===== src/include/sbg_pkg.sv =====
/*
 * constants shared by the serial bit-rate timer: register offsets,
 * control field positions, reset values, rate multipliers, bus states.
 * assumes a single 25 MHz system clock and a 32-bit avalon-mm slave port.
 */
package sbg_pkg;

    // ************************************************************
    // register byte offsets
    // ************************************************************
    localparam logic [3:0] OFS_CTRL    = 4'h0;
    localparam logic [3:0] OFS_DIV_LO  = 4'h4;
    localparam logic [3:0] OFS_DIV_HI  = 4'h8;
    localparam logic [3:0] OFS_STATUS  = 4'hC;

    // ************************************************************
    // baud_control_reg field positions
    // ************************************************************
    localparam int CTRL_WIDE = 0;
    localparam int CTRL_HS   = 1;
    localparam int CTRL_SYNC = 2;
    localparam int CTRL_EN   = 3;

    // ************************************************************
    // status field positions
    // ************************************************************
    localparam int STAT_RX_IDLE = 0;
    localparam int STAT_RUN     = 1;
    localparam int STAT_CNT_LSB = 16;

    // ************************************************************
    // reset values
    // ************************************************************
    localparam logic       CTRL_BIT_RST = 1'h0;
    localparam logic [7:0] DIV_RST      = 8'h00;
    localparam logic [15:0] CNT_RST     = 16'h0000;

    // ************************************************************
    // bit period multipliers, in timer periods per bit
    // ************************************************************
    localparam logic [6:0] MULT_ASYNC_8_LOW   = 7'h40;
    localparam logic [6:0] MULT_ASYNC_8_HIGH  = 7'h10;
    localparam logic [6:0] MULT_ASYNC_16_LOW  = 7'h10;
    localparam logic [6:0] MULT_ASYNC_16_HIGH = 7'h04;
    localparam logic [6:0] MULT_SYNC          = 7'h04;

    // ************************************************************
    // bus slave states
    // ************************************************************
    typedef enum logic [1:0] {
        SBG_BUS_IDLE = 2'b01,
        SBG_BUS_ACK  = 2'b10
    } sbg_bus_state_t;

endpackage


===== src/logic/sbg_timer.sv =====
/*
 * free-running down-counting period timer of the bit-rate generator.
 * assumes period is already narrowed to the selected width by the caller
 * and that clear comes from logic on the same clock.
 */
`timescale 1ns/100ps
module sbg_timer (
    // clock and reset
    input  wire logic        clk_sys,
    input  wire logic        srst,
    // control
    input  wire logic        run,
    input  wire logic        clear,
    input  wire logic [15:0] period,
    // state
    output logic      [15:0] count,
    output logic             tick
);

    logic [15:0] next_count;
    logic        next_tick;

    // ************************************************************
    // count down, reload and pulse on reaching zero
    // ************************************************************
    always_comb begin
        next_count = count;
        next_tick  = 1'b0;
        if (clear || !run) begin
            // restart at once so a new rate needs no old overflow
            next_count = period;
        end else if (count == 16'h0000) begin
            next_count = period; // reload and keep going
            next_tick  = 1'b1;   // one cycle per completed period
        end else begin
            next_count = count - 16'h0001;
        end
    end

    always_ff @(posedge clk_sys) begin
        if (srst) begin
            count <= sbg_pkg::CNT_RST;
            tick  <= 1'b0;
        end else begin
            count <= next_count;
            tick  <= next_tick;
        end
    end

endmodule


===== src/logic/sbg_top.sv =====
/*
 * bit-rate generator of the serial port with its avalon-mm register slave.
 * assumes the transmitter and receiver sit on clk_sys and consume
 * timer_tick / bit_tick; auto-baud inputs come from the same clock domain.
 */
`timescale 1ns/100ps
module sbg_top (
    // clock and reset
    input  wire logic        clk_sys,
    input  wire logic        srst,
    // avalon-mm slave
    input  wire logic [3:0]  avs_address,
    input  wire logic        avs_read,
    input  wire logic        avs_write,
    input  wire logic [31:0] avs_writedata,
    input  wire logic [3:0]  avs_byteenable,
    output logic      [31:0] avs_readdata,
    output logic             avs_waitrequest,
    // serial port side
    input  wire logic        receive_idle_flag,
    input  wire logic        autobaud_load,
    input  wire logic [15:0] autobaud_value,
    // rate outputs
    output logic             timer_tick,
    output logic             bit_tick,
    output logic             sync_mode,
    output logic             wide_counter_select
);

    // ************************************************************
    // declarations
    // ************************************************************
    sbg_pkg::sbg_bus_state_t state;
    sbg_pkg::sbg_bus_state_t next_state;
    logic        high_speed_select;
    logic        port_enable;
    logic [7:0]  divisor_low_byte;
    logic [7:0]  divisor_high_byte;
    logic        next_wide;
    logic        next_hs;
    logic        next_sync;
    logic        next_en;
    logic [7:0]  next_div_lo;
    logic [7:0]  next_div_hi;
    logic [31:0] next_readdata;
    logic        wr_acc;
    logic        sw_div_wr;
    logic        clear;
    logic [15:0] period;
    logic [15:0] count;
    logic [6:0]  mult;
    logic [5:0]  pre;
    logic [5:0]  next_pre;
    logic        next_bit_tick;

    // ************************************************************
    // bus slave: one wait cycle, then the answer
    // ************************************************************
    always_comb begin
        next_state = state;
        case (state)
            sbg_pkg::SBG_BUS_IDLE: begin
                if (avs_read || avs_write) begin
                    next_state = sbg_pkg::SBG_BUS_ACK;
                end
            end
            sbg_pkg::SBG_BUS_ACK: begin
                next_state = sbg_pkg::SBG_BUS_IDLE;
            end
            default: begin
                next_state = sbg_pkg::SBG_BUS_IDLE;
            end
        endcase
    end

    assign avs_waitrequest = (avs_read || avs_write) && (state != sbg_pkg::SBG_BUS_ACK);
    assign wr_acc          = avs_write && (state == sbg_pkg::SBG_BUS_ACK) && avs_byteenable[0];

    // read data captured during the wait cycle, stable at the accept edge
    always_comb begin
        next_readdata = avs_readdata;
        if (avs_read && (state == sbg_pkg::SBG_BUS_IDLE)) begin
            next_readdata = 32'h0000_0000;
            if (avs_address == sbg_pkg::OFS_CTRL) begin
                next_readdata[sbg_pkg::CTRL_WIDE] = wide_counter_select;
                next_readdata[sbg_pkg::CTRL_HS]   = high_speed_select;
                next_readdata[sbg_pkg::CTRL_SYNC] = sync_mode;
                next_readdata[sbg_pkg::CTRL_EN]   = port_enable;
            end else if (avs_address == sbg_pkg::OFS_DIV_LO) begin
                next_readdata[7:0] = divisor_low_byte;
            end else if (avs_address == sbg_pkg::OFS_DIV_HI) begin
                next_readdata[7:0] = divisor_high_byte;
            end else if (avs_address == sbg_pkg::OFS_STATUS) begin
                // rx idle lets software pick a safe moment for clock changes
                next_readdata[sbg_pkg::STAT_RX_IDLE] = receive_idle_flag;
                next_readdata[sbg_pkg::STAT_RUN]     = port_enable;
                next_readdata[31:sbg_pkg::STAT_CNT_LSB] = count;
            end
        end
    end

    // ************************************************************
    // control and divisor registers
    // ************************************************************
    always_comb begin
        next_wide   = wide_counter_select;
        next_hs     = high_speed_select;
        next_sync   = sync_mode;
        next_en     = port_enable;
        next_div_lo = divisor_low_byte;
        next_div_hi = divisor_high_byte;
        sw_div_wr   = 1'b0;
        // auto-baud loads first, so a software write to a divisor byte in the same cycle wins for that byte
        if (autobaud_load) begin
            next_div_lo = autobaud_value[7:0];
            next_div_hi = autobaud_value[15:8];
        end
        if (wr_acc) begin
            if (avs_address == sbg_pkg::OFS_CTRL) begin
                next_wide = avs_writedata[sbg_pkg::CTRL_WIDE];
                next_hs   = avs_writedata[sbg_pkg::CTRL_HS];
                next_sync = avs_writedata[sbg_pkg::CTRL_SYNC];
                next_en   = avs_writedata[sbg_pkg::CTRL_EN];
            end else if (avs_address == sbg_pkg::OFS_DIV_LO) begin
                next_div_lo = avs_writedata[7:0];
                sw_div_wr   = 1'b1;
            end else if (avs_address == sbg_pkg::OFS_DIV_HI) begin
                next_div_hi = avs_writedata[7:0];
                sw_div_wr   = 1'b1;
            end
        end
    end

    // a mode write also restarts, so no period mixes two widths
    assign clear = sw_div_wr || autobaud_load
                   || (wr_acc && (avs_address == sbg_pkg::OFS_CTRL));

    // period from next values so a restart loads the new divisor
    assign period = next_wide ? {next_div_hi, next_div_lo}
                              : {8'h00, next_div_lo};

    always_ff @(posedge clk_sys) begin
        if (srst) begin
            state               <= sbg_pkg::SBG_BUS_IDLE;
            avs_readdata        <= 32'h0000_0000;
            wide_counter_select <= sbg_pkg::CTRL_BIT_RST; // 8-bit by default
            high_speed_select   <= sbg_pkg::CTRL_BIT_RST;
            sync_mode           <= sbg_pkg::CTRL_BIT_RST;
            port_enable         <= sbg_pkg::CTRL_BIT_RST;
            divisor_low_byte    <= sbg_pkg::DIV_RST;
            divisor_high_byte   <= sbg_pkg::DIV_RST;
        end else begin
            state               <= next_state;
            avs_readdata        <= next_readdata;
            wide_counter_select <= next_wide;
            high_speed_select   <= next_hs;
            sync_mode           <= next_sync;
            port_enable         <= next_en;
            divisor_low_byte    <= next_div_lo;
            divisor_high_byte   <= next_div_hi;
        end
    end

    // ************************************************************
    // period timer
    // ************************************************************
    sbg_timer u_timer (
        .clk_sys (clk_sys),
        .srst    (srst),
        .run     (next_en),
        .clear   (clear),
        .period  (period),
        .count   (count),
        .tick    (timer_tick)
    );

    // ************************************************************
    // bit period multiplier
    // ************************************************************
    always_comb begin
        if (sync_mode) begin
            mult = sbg_pkg::MULT_SYNC; // speed select not consulted
        end else if (!wide_counter_select && !high_speed_select) begin
            mult = sbg_pkg::MULT_ASYNC_8_LOW;
        end else if (!wide_counter_select) begin
            mult = sbg_pkg::MULT_ASYNC_8_HIGH;
        end else if (!high_speed_select) begin
            mult = sbg_pkg::MULT_ASYNC_16_LOW;
        end else begin
            mult = sbg_pkg::MULT_ASYNC_16_HIGH;
        end
    end

    always_comb begin
        next_pre      = pre;
        next_bit_tick = 1'b0;
        if (clear || !port_enable) begin
            next_pre = 6'h00;
        end else if (timer_tick) begin
            if ({1'b0, pre} == mult - 7'h01) begin
                next_pre      = 6'h00;
                next_bit_tick = 1'b1;
            end else begin
                next_pre = pre + 6'h01;
            end
        end
    end

    always_ff @(posedge clk_sys) begin
        if (srst) begin
            pre      <= 6'h00;
            bit_tick <= 1'b0;
        end else begin
            pre      <= next_pre;
            bit_tick <= next_bit_tick;
        end
    end

    // ************************************************************
    // checks
    // ************************************************************
    logic [16:0] gap;
    logic [6:0]  nt;
    logic [16:0] next_gap;
    logic [6:0]  next_nt;

    // cycles since the last timer tick, timer ticks since the last bit tick
    always_comb begin
        next_gap = gap + 17'h00001;
        next_nt  = nt + {6'h00, timer_tick};
        if (clear || !port_enable) begin
            // a restart begins a fresh period, so old counts must not leak in
            next_gap = 17'h00000;
            next_nt  = 7'h00;
        end else begin
            if (timer_tick) begin
                next_gap = 17'h00001;
            end
            if (bit_tick) begin
                next_nt = {6'h00, timer_tick};
            end
        end
    end

    always_ff @(posedge clk_sys) begin
        if (srst) begin
            gap <= 17'h00000;
            nt  <= 7'h00;
        end else begin
            gap <= next_gap;
            nt  <= next_nt;
        end
    end

    a_reset_narrow: assert property (@(posedge clk_sys)
        $fell(srst) |-> !wide_counter_select)
        else $error("width not 8-bit after reset");
    a_wide_period: assert property (@(posedge clk_sys) disable iff (srst)
        timer_tick && wide_counter_select |->
            gap == {1'b0, divisor_high_byte, divisor_low_byte} + 17'h00001)
        else $error("16-bit period wrong");
    a_narrow_period: assert property (@(posedge clk_sys) disable iff (srst)
        timer_tick && !wide_counter_select |->
            gap == {9'h000, divisor_low_byte} + 17'h00001)
        else $error("8-bit period wrong");
    a_tick_only_enabled: assert property (@(posedge clk_sys) disable iff (srst)
        !port_enable ##1 !port_enable |-> !timer_tick && !bit_tick)
        else $error("tick while disabled");
    a_clear_on_write: assert property (@(posedge clk_sys) disable iff (srst)
        sw_div_wr |=> (count == (wide_counter_select ? {divisor_high_byte, divisor_low_byte}
                                 : {8'h00, divisor_low_byte})) && !timer_tick)
        else $error("divisor write did not restart timer");
    a_slow_async_mult: assert property (@(posedge clk_sys) disable iff (srst)
        bit_tick && !sync_mode && !wide_counter_select && !high_speed_select |-> nt == 7'h40)
        else $error("async 8-bit low speed not 64");
    a_async_mult_mix: assert property (@(posedge clk_sys) disable iff (srst)
        bit_tick && !sync_mode && (wide_counter_select != high_speed_select) |-> nt == 7'h10)
        else $error("async mixed multiplier not 16");
    a_async_mult_fast: assert property (@(posedge clk_sys) disable iff (srst)
        bit_tick && !sync_mode && wide_counter_select && high_speed_select |-> nt == 7'h04)
        else $error("async 16-bit high speed not 4");
    a_sync_mult: assert property (@(posedge clk_sys) disable iff (srst)
        bit_tick && sync_mode |-> nt == 7'h04)
        else $error("sync multiplier not 4");
    a_autobaud_load: assert property (@(posedge clk_sys) disable iff (srst)
        autobaud_load && !sw_div_wr |=>
            {divisor_high_byte, divisor_low_byte} == $past(autobaud_value) && count == period)
        else $error("auto-baud value not loaded");
    a_bus_answer: assert property (@(posedge clk_sys) disable iff (srst)
        (avs_read || avs_write) && avs_waitrequest |=> !avs_waitrequest)
        else $error("bus answer late");

    c_bit_slow: cover property (@(posedge clk_sys) disable iff (srst)
        bit_tick && !sync_mode && !wide_counter_select && !high_speed_select);
    c_bit_wide: cover property (@(posedge clk_sys) disable iff (srst)
        bit_tick && wide_counter_select && (divisor_high_byte != 8'h00));
    c_bit_sync: cover property (@(posedge clk_sys) disable iff (srst) bit_tick && sync_mode);
    c_autobaud: cover property (@(posedge clk_sys) disable iff (srst)
        autobaud_load && port_enable);

endmodule


===== config.mk =====
export PLATFORM = sky130hd
export DESIGN_NAME = sbg_top
export DESIGN_NICKNAME = d
export VERILOG_FILES = /design/src/include/sbg_pkg.sv /design/src/logic/sbg_timer.sv /design/src/logic/sbg_top.sv
export SDC_FILE = /design/constraint.sdc
export NUM_CORES = 1
export LEC_CHECK = 0
export ABC_AREA = 1
export BUFFER_PORTS_ARGS = -buffer_cell sky130_fd_sc_hd__buf_2
export CAP_MARGIN = 20
export CORE_MARGIN = 4
export CORE_UTILIZATION = 55
export DETAILED_ROUTE_END_ITERATION = 8
export GPL_TIMING_DRIVEN = 0
export PLACE_DENSITY = 0.9
export SLEW_MARGIN = 20
export SYNTH_ARGS = -nofsm -noshare
export SYNTH_HDL_FRONTEND = slang
export SYNTH_HIERARCHICAL = 1
export SYNTH_SLANG_ARGS = --single-unit

===== constraint.sdc =====
create_clock -name clk_sys -period 3.2 [get_ports clk_sys]
set_input_delay 0 -clock clk_sys [delete_from_list [all_inputs] [get_ports clk_sys]]
set_output_delay 0 -clock clk_sys [all_outputs]
set_load 0.01 [all_outputs]

---- After elaboration in Yosys (flattened, before gate mapping) ----
Cells that the tools add are included.
cells by class
  reductions and logical operators ........ 22
  bitwise operators ....................... 2
  add/subtract/negate cells ............... 3
  equality and inequality tests ........... 7
  mux-type cells .......................... 37
operator list
  operator                                                               count
  16-bit 2-to-1 mux                                                      7
  8-bit 2-to-1 mux                                                       10
  16-bit zero test                                                       1
  16-bit by 1-bit subtractor with 16-bit output, second input constant   1
  7-bit 2-to-1 mux                                                       2
  6-bit 2-to-1 mux                                                       2
  1-bit 2-to-1 mux                                                       10
  5-bit 2-to-1 mux                                                       2
  4-bit equality test, second input constant                             2
  4-bit 2-to-1 mux                                                       2
  6-bit by 7-bit equality test with 1-bit output                         1
  7-bit by 1-bit subtractor with 7-bit output, second input constant     1
  6-bit by 1-bit adder with 6-bit output, second input constant          1
  1-bit logical AND                                                      6
  2-bit OR reduction                                                     3
  1-bit logical OR                                                       5
  4-bit by 3-bit equality test with 1-bit output, second input constant  1
  1-bit zero test                                                        4
  4-bit zero test                                                        1
  2-bit 2-to-1 mux                                                       2
  3-bit OR reduction                                                     1
  2-bit by 1-bit equality test with 1-bit output, second input constant  1
  2-bit equality test, second input constant                             1
  2-bit inequality test, second input constant                           1
  other kinds (2)                                                        3
storage, ports and cells
  input bits .............................. 62
  logic and storage cells ................. 83
  output and inout port bits .............. 37
  bits in registers ....................... 70

---- Depth between registers and ports, before layout ----
Gate-level depths: netlist of run 1.
  depth after elaboration ................. 9
  mapped depth ............................ 14
  gate-level depth less buffers ........... 13

---- Modules after synthesis ----
The synthesis of run 1 kept the hierarchy.
by module, submodules not included
  module     cells each  sequential area each (um^2)  times used  area an instance (um^2)
  sbg_top    384         1061.0                       1           2912.8
  sbg_timer  204         340.3                        1           1173.6

---- Worst setup path after synthesis of run 1 ----
Ideal clock, no wire load.
  path kind ............................... register -> register
  from .................................... reg state[0]
  to ...................................... reg u_timer.count[6]
  setup time .............................. 114 ps
  clock period less this slack ............ 1795 ps
  path slack .............................. 1405 ps
  cell stages (with the launch flop) ...... 14
  buffers on the path ..................... 1
  data required time ...................... 3086 ps
  arrival ................................. 1681 ps
  path through ............................ dfxtp_1 -> inv_2 -> nand2_1 -> nor2_4 -> nand2_2 -> nand2_1 -> o21ai_0 -> inv_1 -> inv_1 -> nor2_2 -> nand2_4 -> buf_6 -> nor2_1 -> nor2_2
on the way
  elaborated cells between the ends (all ways) .. 14
  those cells by class .................... eq/ne (1); mux (6); reduce/logical (7)
RTL lines
  element                          line             source
  start: declaration               sbg_top.sv:33    sbg_pkg::sbg_bus_state_t state;
  start signal: assignment         sbg_top.sv:144   state <= sbg_pkg::SBG_BUS_IDLE;
  start signal: assignment         sbg_top.sv:153   state <= next_state;
  2-bit equality test              sbg_top.sv:77    assign wr_acc = avs_write && (state == sbg_pkg::SBG_BUS_ACK) && avs_byteenable[0];
  1-bit logical AND (2 in series)  sbg_top.sv:77
  1-bit 2-to-1 mux                 sbg_top.sv:118   if (wr_acc) begin
  net next_en                      sbg_top.sv:42    logic next_en;
  1-bit zero test                  sbg_timer.sv:29  if (clear || !run) begin
  1-bit logical OR                 sbg_timer.sv:29
  16-bit 2-to-1 mux                sbg_timer.sv:29
  end signal: assignment           sbg_timer.sv:42  count <= sbg_pkg::CNT_RST;
  end signal: assignment           sbg_timer.sv:45  count <= next_count;
  end: declaration                 sbg_timer.sv:16  output logic [15:0] count,
The timed path passes the listed nets, and every way through them passes these cells.
A chain may end at the register's enable or synchronous reset.

---- Final worst setup path of run 1 ----
  from .................................... reg state[1]
  to ...................................... reg u_timer.count[15]
Same word-level chain as after synthesis.

==> results.sh, run 1 <==
export IMPL_cp_arrival_ns=2.38
export IMPL_cp_required_ns=3.45
export IMPL_slew_viol_final=0
export IMPL_r2r_slack_ns=1.07
export IMPL_synthFlopType="dfxtp_1"
export IMPL_max_freq_mhz=470.0
export IMPL_via_count=4097
export IMPL_fin_crit_sh_pct=66.49
export IMPL_critPathCapture="u_timer/count[15]"
export IMPL_ys_warn_count=6
export IMPL_fin_ws_ns=1.072
export IMPL_worstRegToRegCells=12
export IMPL_critPathBufInv=3
export IMPL_clockBufferDepth=2
export IMPL_hold_class="input port to register"
export IMPL_grt_pass1_wl_um=17600
export IMPL_grt_overflow=0
export IMPL_drive_gt1_share_pct=25.66
export IMPL_skew_ns=0.007494
export IMPL_core_area_mm2=0.007253
export IMPL_vias_per_cell=5.246
export IMPL_grt_start_max_net_pins=12
export IMPL_drt_total_wl_um=10700
export IMPL_cts_htree_levels=3
export IMPL_synth_top_cell_by_area="dfxtp_1"
export IMPL_period_needed_ns=2.128
export IMPL_placementRows=31
export IMPL_tns_ns=0
export IMPL_finalWeightedCongestion=0.9608
export IMPL_dieArea_mm2=0.008873
export IMPL_yosysTopAreaCellShare_pct=34.29
export IMPL_synth_edf_count=0
export IMPL_outcome="complete, no violations"
export IMPL_synth_seq_cells=70
export IMPL_cts_buffers=9
export IMPL_final_setup_viol_count=0
export IMPL_yosysUniqueCellTypes=41
export IMPL_r2r_start="state[1]"
export IMPL_relSlewSlack_pct=59.40
export IMPL_clk_latency_ns=0.35
export IMPL_slowest_stage="nor2_2"
export IMPL_drtPass1Iterations=5
export IMPL_power_w=0.001959
export IMPL_ys_top_cells_by_area="dfxtp_1 34%, nand2_1 15%, nor2_1 8.9%, inv_1 6.5%, nor2_2 3.7%"
export IMPL_cts_tree="done"
export IMPL_area_growth_pct=18.40
export IMPL_final_cell_mix="158 x nand2_1, 97 x nor2_1, 71 x inv_1, 70 x dfxtp_1, 67 x buf_2"
export IMPL_rsz0062_at_grt="no"
export IMPL_holdPathStages=3
export IMPL_final_common_cell="nand2_1"
export IMPL_netlist_instances=588
export IMPL_antenna_found_initial=0
export IMPL_dpl_hpwl_um=7948
export IMPL_crit_start="state[1]"
export IMPL_maxCapViolCount=0
export IMPL_root_buffer="clkbuf_8"
export IMPL_worstPathCellList="nand2_1 > nor2_4 > nand2_2 > nand2_1 > o21ai_0 > inv_1 > inv_1 > nor2_2 > nand2_4 > buf_6 > nor2_1 > nor2_1"
export IMPL_fin_nets=745
export IMPL_hold_viol_final=0
export IMPL_num_antenna_cells=0
export IMPL_initial_utilization_pct=56.34
export IMPL_post_cts_resized=0
export IMPL_drc=0
export IMPL_path_clk_slew_ns=0.07
export IMPL_place_ws_ns=1.108
export IMPL_syn_cell_area_mm2=0.004086
export IMPL_drt_iter0_markers=264
export IMPL_seq_area_frac_synth_pct=34.29
export IMPL_wl_per_cell_um=13.70
export IMPL_worst_pin_slew_ns=0.6090
export IMPL_cpPeakStageDelay_ns=0.37
export IMPL_track_usage_pct=25.26
export IMPL_avgSynthCellArea_um2=6.950
export IMPL_cp_num_cells=12
export IMPL_ios=99
export IMPL_grt_pass1_vias=3828
export IMPL_ir_worst_vdd_uv=224.1
export IMPL_path_delay_family="simple AND/OR/NAND/NOR gates"
export IMPL_portBuffers=62
export IMPL_die_y_um=94.20
export IMPL_path_max_fanout=10
export IMPL_r2r_end="u_timer/count[15]"
export IMPL_worstSetupPathType="register to register"
export IMPL_antenna_left=0
export IMPL_cp_start_kind="register"
export IMPL_p_leak_nw=2.481
export IMPL_die_w_um=94.20
export IMPL_cellPowerDensity_mw_per_mm2=404.9
export IMPL_cp_end_kind="register"
export IMPL_synth_async_reset_ratio_pct=0
export IMPL_numClockSinks=70
==> cells by family (layout without fill, tap and decap cells) <==
family / count (synthesis) / in the layout / share of synthesized area (%)
AOI/OAI and AO/OA: 64 / 64 / 11.91
xor gates and xnor gates: 6 / 6 / 1.286
adders and majority gates: 6 / 6 / 1.837
buffers and inverters: 103 / 190 / 12.25
DFF: 70 / 70 / 34.29
muxes: 5 / 5 / 1.225
other: 1 / 8 / 0.09177
and+or+nand+nor: 333 / 333 / 37.11
==> final cells by class <==
type                       count  area (um^2)
inverter                      75        284.0
timing repair buffer          71        400.4
clock inverter                 3        42.54
clock buffer                  13        158.9
buffer                        28        216.5
tap                           99        123.9
fill                         586         2415
sequential                    70         1401
multi-input combinational    422         2211
==> routing by layer <==
metal  vias to the layer above  track usage [%]  part of all wire, %
li1                       1995                -                    -
met1                      1874            31.29                   41
met2                       198            43.14                   48
met3                        30            4.487                  7.9
met4                         0            10.11                  2.7
met5                         -                0                    0
==> timing repair <==
item                      in CTS  in global routing
hold endpoints to repair      15                  0
setup buffers                  0                  0
hold buffers                   9                  0
==> worst min path at each step <==
stage / from / endpoint / slack (ns)
final: avs_writedata[2] / divisor_low_byte[2] / 0.008
after global routing: avs_writedata[2] / divisor_low_byte[2] / 0.04
after CTS: avs_writedata[2] / divisor_low_byte[2] / 0.009
after detailed placement: srst / u_timer/tick / 0.24
after global placement: srst / u_timer/tick / 0.24
after floorplan: srst / u_timer/tick / 0.07
==> cells in the mapped netlist, types with 2 or more instances <==
library cell / instances
nor2_2: 24
buf_4: 8
nand2_4: 3
a22oi_2: 10
buf_8: 2
dfxtp_1: 70
mux2i_1: 5
o21ai_2: 16
nand4_1: 12
o21ai_0: 11
nand3b_1: 2
nand2_2: 12
xor2_1: 4
inv_2: 2
buf_2: 5
nor2_1: 97
nor2_4: 2
clkbuf_1: 5
nor2_8: 2
nand2_1: 158
inv_1: 71
nand3_1: 15
xnor2_1: 2
ha_1: 6
a21oi_1: 17
a22oi_1: 6
buf_6: 7
==> stage by stage <==
| step | std cells | utilization (%) | instance area (um^2) | hold slack (ns) |
|---|---|---|---|---|
| 5_1_grt | 781 | 66.71 | 4838 | 0.04172 |
| 2_1_floorplan | 595 | - | 4113 | 0.07344 |
| 3_5_place_dp | 756 | 62.69 | 4547 | 0.2416 |
| 4_1_cts | 781 | 66.71 | 4838 | 0.009164 |
| 6_report | 781 | 66.71 | 4838 | 0.007996 |
| 3_3_place_gp | 756 | 62.69 | 4547 | 0.2366 |
==> worst reg2reg max path, delay by kind of cell, from the launching register on <==
kind | cells | cell delay [ns]
and+or+nand+nor | 8 | 1.28
DFF | 1 | 0.35
buffers and inverters | 3 | 0.29
AOI/OAI and AO/OA | 1 | 0.10
==> power by group <==
part	internal [W]	switching, W	leakage [nW]
sequential	0.000894	0.0000181	0.569
combinational	0.000110	0.000196	1.81
clock	0.000402	0.000339	0.0996
total	0.00141	0.000553	2.48
==> sequential cells by signal, summed over array words and instances (netlist names) <==
signal	flops
avs_readdata	24
bit_tick	1
divisor_high_byte	8
divisor_low_byte	8
high_speed_select	1
port_enable	1
pre	6
state	2
sync_mode	1
u_timer/count	16
u_timer/tick	1
wide_counter_select	1
Note: power is estimated with default switching activity, not from simulation.
==> run 2: changes to the inputs <==
Settings changed: CORE_UTILIZATION 55 to 54, PLACE_DENSITY 0.9 to 0.88.
Clock period 3.2 ns to 2.2 ns, I/O delays scaled along.
==> run 2 against run 1 <==
  * First-iteration DRC count down 7.6%
  * Highest routed layer unchanged
  * Via count decreased by 1.4%
  * Hold slack lost 0.0051 ns
  * Combinational power rose by 45%
  * Setup slack got worse by 0.84 ns
  * Global-route usage decreased by 0.72 points
  * Routed wire length down 1.7%
  * Non-clock buffer count unchanged
  * Fmax rose by 8.3%
  * Sequential power rose by 46%
  * Largest cell class unchanged
  * Register-to-register slack lost 0.84 ns
==> results.sh, run 2 (synthesis gave the netlist of run 1 again) <==
export IMPL_finalWeightedCongestion=0.9885
export IMPL_die_y_um=94.99
export IMPL_antenna_found_initial=0
export IMPL_period_needed_ns=1.964
export IMPL_fin_crit_sh_pct=89.28
export IMPL_portBuffers=62
export IMPL_final_common_cell="nand2_1"
export IMPL_worstPathCellList="inv_2 > nand2_1 > nor2_4 > nand2_2 > nand2_1 > o21ai_0 > inv_1 > inv_1 > nor2_4 > nand2_4 > buf_6 > nand2_1 > nand2_1 > nor2_1"
export IMPL_wl_per_cell_um=13.49
export IMPL_rsz0062_at_grt="no"
export IMPL_die_w_um=94.99
export IMPL_dieArea_mm2=0.009023
export IMPL_dp_cells=756
export IMPL_root_buffer="clkbuf_8"
export IMPL_cts_tree="done"
export IMPL_largestRegisters="avs_readdata: 24 flops, u_timer/count: 16 flops"
export IMPL_tns_ns=0
export IMPL_dpl_hpwl_um=7972
export IMPL_critPathBufInv=4
export IMPL_path_delay_family="simple AND/OR/NAND/NOR gates"
export IMPL_path_max_fanout=10
export IMPL_cpPeakStageDelay_ns=0.31
export IMPL_slew_viol_final=0
export IMPL_num_antenna_cells=0
export IMPL_antenna_left=0
export IMPL_relSlewSlack_pct=54.28
export IMPL_skew_ns=0.007675
export IMPL_stdcell_count=780
export IMPL_grt_pass1_vias=3865
export IMPL_p_leak_nw=2.497
export IMPL_fin_nets=745
export IMPL_final_setup_viol_count=0
export IMPL_final_cell_mix="158 x nand2_1, 97 x nor2_1, 71 x inv_1, 70 x dfxtp_1, 67 x buf_2"
export IMPL_cts_htree_levels=3
export IMPL_path_clk_slew_ns=0.07
export IMPL_drtPass1Iterations=5
export IMPL_vias_per_cell=5.178
export IMPL_cellPowerDensity_mw_per_mm2=606.3
export IMPL_ios=99
export IMPL_power_w=0.002949
export IMPL_cp_required_ns=2.49
export IMPL_crit_top_cell="nand2_1"
export IMPL_max_freq_mhz=509.1
export IMPL_top_register="avs_readdata"
export IMPL_slowest_stage="dfxtp_1"
export IMPL_outcome="complete, no violations"
export IMPL_core_area_mm2=0.007292
export IMPL_hold_class="input port to register"
export IMPL_cp_start_kind="register"
export IMPL_drive_gt1_share_pct=25.84
export IMPL_cp_arrival_ns=2.25
export IMPL_grt_overflow=0
export IMPL_maxCapViolCount=0
export IMPL_worstSetupPathType="register to register"
export IMPL_drt_total_wl_um=10520
export IMPL_drc=0
export IMPL_ir_worst_vdd_uv=300.9
export IMPL_clk_latency_ns=0.35
export IMPL_worst_pin_slew_ns=0.6858
export IMPL_hold_viol_final=0
export IMPL_numClockSinks=70
export IMPL_utilization_pct=66.70
export IMPL_cts_setup_buffers=0
export IMPL_placementRows=31
export IMPL_drt_iter0_markers=244
export IMPL_grt_pass1_wl_um=17530
export IMPL_track_usage_pct=24.54
export IMPL_cts_buffers=9
export IMPL_clockBufferDepth=2
export IMPL_grt_start_max_net_pins=12
export IMPL_largest_reg_flops=24
export IMPL_area_growth_pct=19.01
export IMPL_whs_ns=0.002891
export IMPL_initial_utilization_pct=56.04
export IMPL_via_count=4039
export IMPL_cp_end_kind="register"
-- run 2: changes by cell type in the layout (fill, tap and decap cells not counted), sizes merged --
| cell | previous run | this run |
|---|---|---|
| clkinvlp | 1 | 0 |
| bufinv | 1 | 2 |
| clkinv | 2 | 3 |
| clkbuf | 18 | 16 |
-- run 2: what timing repair did --
item | in CTS | in global routing
setup endpoints to repair | 0 | 12
gates resized for setup | 0 | 1
hold endpoints to repair | 16 | 0
hold buffers | 9 | 0
-- run 2: per-stage QoR --
| stage | setup slack, ns | instance area [um^2] |
|---|---|---|
| after detailed placement | 0.1459 | 4547 |
| after floorplan | 0.4053 | 4113 |
| final | 0.2359 | 4863 |
| after global placement | 0.1757 | 4547 |
| after global routing | 0.02981 | 4863 |
| after CTS | 0.1197 | 4858 |
-- run 2: power by group --
| group | total, W | switching, W | internal [W] |
|---|---|---|---|
| clock network | 0.00118 | 0.000487 | 0.000690 |
| logic | 0.000444 | 0.000283 | 0.000161 |
| registers | 0.00133 | 0.0000273 | 0.00130 |
-- run 2: routing by layer --
layer	part of all wire, %	vias up	track usage (%)
li1	-	1987	-
met1	42	1857	30.52
met2	48	170	42.34
met3	7.5	25	4.143
met4	2.2	0	9.135
met5	0	-	0
-- run 2: worst paths after layout --
kind / slack (ns) / end / from / depth (start not counted)
setup / recovery: 0.24 / u_timer/count[7] / state[0] / 14
hold / removal: 0.003 / divisor_low_byte[0] / avs_writedata[0] / 3
setup reg to reg: 0.24 / u_timer/count[7] / state[0] / 14
hold reg to reg: 0.48 / avs_readdata[5] / avs_readdata[5] / 2
-- run 2: final cells by class --
cell class	instances	area [um^2]
fill	626	2429
multi-input combinational	422	2216
sequential	70	1401
timing repair buffer	71	400.4
inverter	75	284.0
buffer	28	216.5
clock buffer	11	151.4
tap	99	123.9
clock inverter	4	70.07
-- run 2: tightest hold or removal path: cells and delay by family --
family          cells  cell delay (ns)
simple gates        1             0.07
buf+inv             1             0.16
compound gates      1             0.09
==> run 3: changes to the inputs <==
Settings changed: CORE_ASPECT_RATIO set to 1.25, GPL_TIMING_DRIVEN 0 to unset.
==> run 3 against run 2 <==
  * Setup slack better by 0.042 ns
  * Final area fell by 4.2%
  * Sequential share of layout area is 1.3 points higher
  * Register-to-register slack improved by 0.04 ns
  * Non-clock buffer count decreased by 23
  * Combinational power down 7.9%
  * Sequential cell count unchanged
  * Global-route usage fell by 1.8 points
  * Cell count down 3.7%
  * Clock skew rose by 0.0036 ns
  * Hold slack improved by 0.017 ns
  * Critical path type unchanged
  * Largest cell class unchanged
==> results.sh, run 3 (synthesis gave the netlist of run 1 again) <==
export IMPL_cp_arrival_ns=2.19
export IMPL_stdcell_count=751
export IMPL_place_ws_ns=0.3066
export IMPL_ios=99
export IMPL_path_clk_slew_ns=0.07
export IMPL_drc=0
export IMPL_dp_cells=726
export IMPL_cts_htree_levels=3
export IMPL_wl_per_cell_um=13.04
export IMPL_tns_ns=0
export IMPL_final_cell_mix="158 x nand2_1, 97 x nor2_1, 71 x inv_1, 70 x dfxtp_1, 63 x buf_2"
export IMPL_p_leak_nw=2.382
export IMPL_clk_latency_ns=0.35
export IMPL_cellPowerDensity_mw_per_mm2=605.6
export IMPL_max_freq_mhz=520.2
export IMPL_largestRegisters="avs_readdata: 24 flops, u_timer/count: 16 flops"
export IMPL_drt_total_wl_um=9795
export IMPL_drtPass1Iterations=5
export IMPL_num_antenna_cells=0
export IMPL_area_growth_pct=13.96
export IMPL_final_common_cell="nand2_1"
export IMPL_worstSetupPathType="register to register"
export IMPL_p_comb_share_pct=14.5
export IMPL_root_buffer="clkbuf_8"
export IMPL_core_area_mm2=0.007357
export IMPL_power_w=0.002820
export IMPL_die_w_um=85.81
export IMPL_skew_ns=0.01128
export IMPL_cts_tree="done"
export IMPL_rsz0062_at_grt="no"
export IMPL_p_sw_w=0.0007911
export IMPL_ir_worst_vdd_uv=364.5
export IMPL_vias_per_cell=5.170
export IMPL_largest_reg_flops=24
export IMPL_clockBufferDepth=2
export IMPL_via_count=3883
export IMPL_period_needed_ns=1.922
export IMPL_post_cts_resized=0
export IMPL_r2r_slack_ns=0.28
export IMPL_antenna_left=0
export IMPL_track_usage_pct=22.70
export IMPL_initial_utilization_pct=55.54
export IMPL_grt_pass1_vias=3942
export IMPL_maxCapViolCount=0
export IMPL_switching_share_pct=28.05
export IMPL_numClockSinks=70
export IMPL_cp_required_ns=2.46
export IMPL_cp_start_kind="register"
export IMPL_p_clk_share_pct=38.5
export IMPL_fin_nets=722
export IMPL_cts_buffers=9
export IMPL_hold_viol_final=0
export IMPL_portBuffers=63
export IMPL_hold_class="input port to register"
export IMPL_final_setup_viol_count=0
export IMPL_dieArea_mm2=0.009032
export IMPL_antenna_found_initial=0
export IMPL_drt_iter0_markers=245
export IMPL_die_y_um=105.3
export IMPL_finalWeightedCongestion=0.9119
export IMPL_drive_gt1_share_pct=24.13
export IMPL_path_max_fanout=23
export IMPL_top_register="avs_readdata"
export IMPL_placementRows=35
export IMPL_cp_end_kind="register"
export IMPL_intPower_w=0.002029
export IMPL_grt_start_max_net_pins=27
export IMPL_grt_pass1_wl_um=16560
export IMPL_seqPwrFrac_pct=47.0
export IMPL_fin_crit_sh_pct=87.37
export IMPL_fin_ws_ns=0.2778
export IMPL_dpl_hpwl_um=7172
export IMPL_outcome="complete, no violations"
export IMPL_grt_overflow=0
export IMPL_slew_viol_final=0
run 3: worst paths after layout:
| path | depth (start not counted) | end | from |
|---|---|---|---|
| min | 3 | state[1] | avs_read |
| max reg2reg | 12 | u_timer/count[3] | state[1] |
| min reg2reg | 2 | avs_readdata[7] | avs_readdata[7] |
| max | 12 | u_timer/count[3] | state[1] |
run 3: worst max-delay path: stages (launching register included):
cell	delay (ns)
dfxtp_1	0.35
nand2_1	0.09
nor2_4	0.23
nand2_2	0.18
nand2_1	0.08
o21ai_0	0.12
inv_1	0.08
inv_1	0.06
nor2_2	0.15
nand2_4	0.18
nand2_1	0.10
nand2_1	0.07
nor2_1	0.16
run 3: what timing repair did:
action | in CTS | in global routing
hold buffers | 9 | 0
endpoints found under the hold margin | 17 | 0
buffers inserted | 0 | 0
run 3: area by class of cell:
cell class                      count  area (um^2)
Tap cell                           92        115.1
Fill cell                         628         2700
Clock buffer                       12        155.1
Timing Repair Buffer               76        435.4
Multi-Input combinational cell    422         2211
Inverter                           75        284.0
Sequential cell                    70         1401
Clock inverter                      4        55.05
run 3: power by group through the flow:
stage / sequential, W / clock, W / combinational, W
6_report: 0.00132 / 0.00109 / 0.000409
5_1_grt: 0.00133 / 0.00116 / 0.000456
4_1_cts: 0.00132 / 0.00110 / 0.000406
3_5_place_dp: 0.00135 / 0 / 0.000389
3_3_place_gp: 0.00135 / 0 / 0.000378
2_1_floorplan: 0.00135 / 0 / 0.000299
run 3: routing by layer:
layer / part of all wire, % / global-route usage (%) / vias up
met3: 4.1 / 4.769 / 30
met2: 54 / 40.89 / 103
met5: 0 / 0 / -
met1: 39 / 24.26 / 1802
li1: - / - / 1948
met4: 3.3 / 12.22 / 0
run 3: through the flow:
| step | hold slack, ns | area (um^2) | util (%) |
|---|---|---|---|
| 2_1_floorplan | 0.07344 | 4113 | - |
| 3_3_place_gp | 0.2810 | 4357 | 59.22 |
| 3_5_place_dp | 0.2913 | 4357 | 59.22 |
| 4_1_cts | 0.0004727 | 4657 | 63.30 |
| 5_1_grt | 0.04706 | 4657 | 63.30 |
| 6_report | 0.01985 | 4657 | 63.30 |
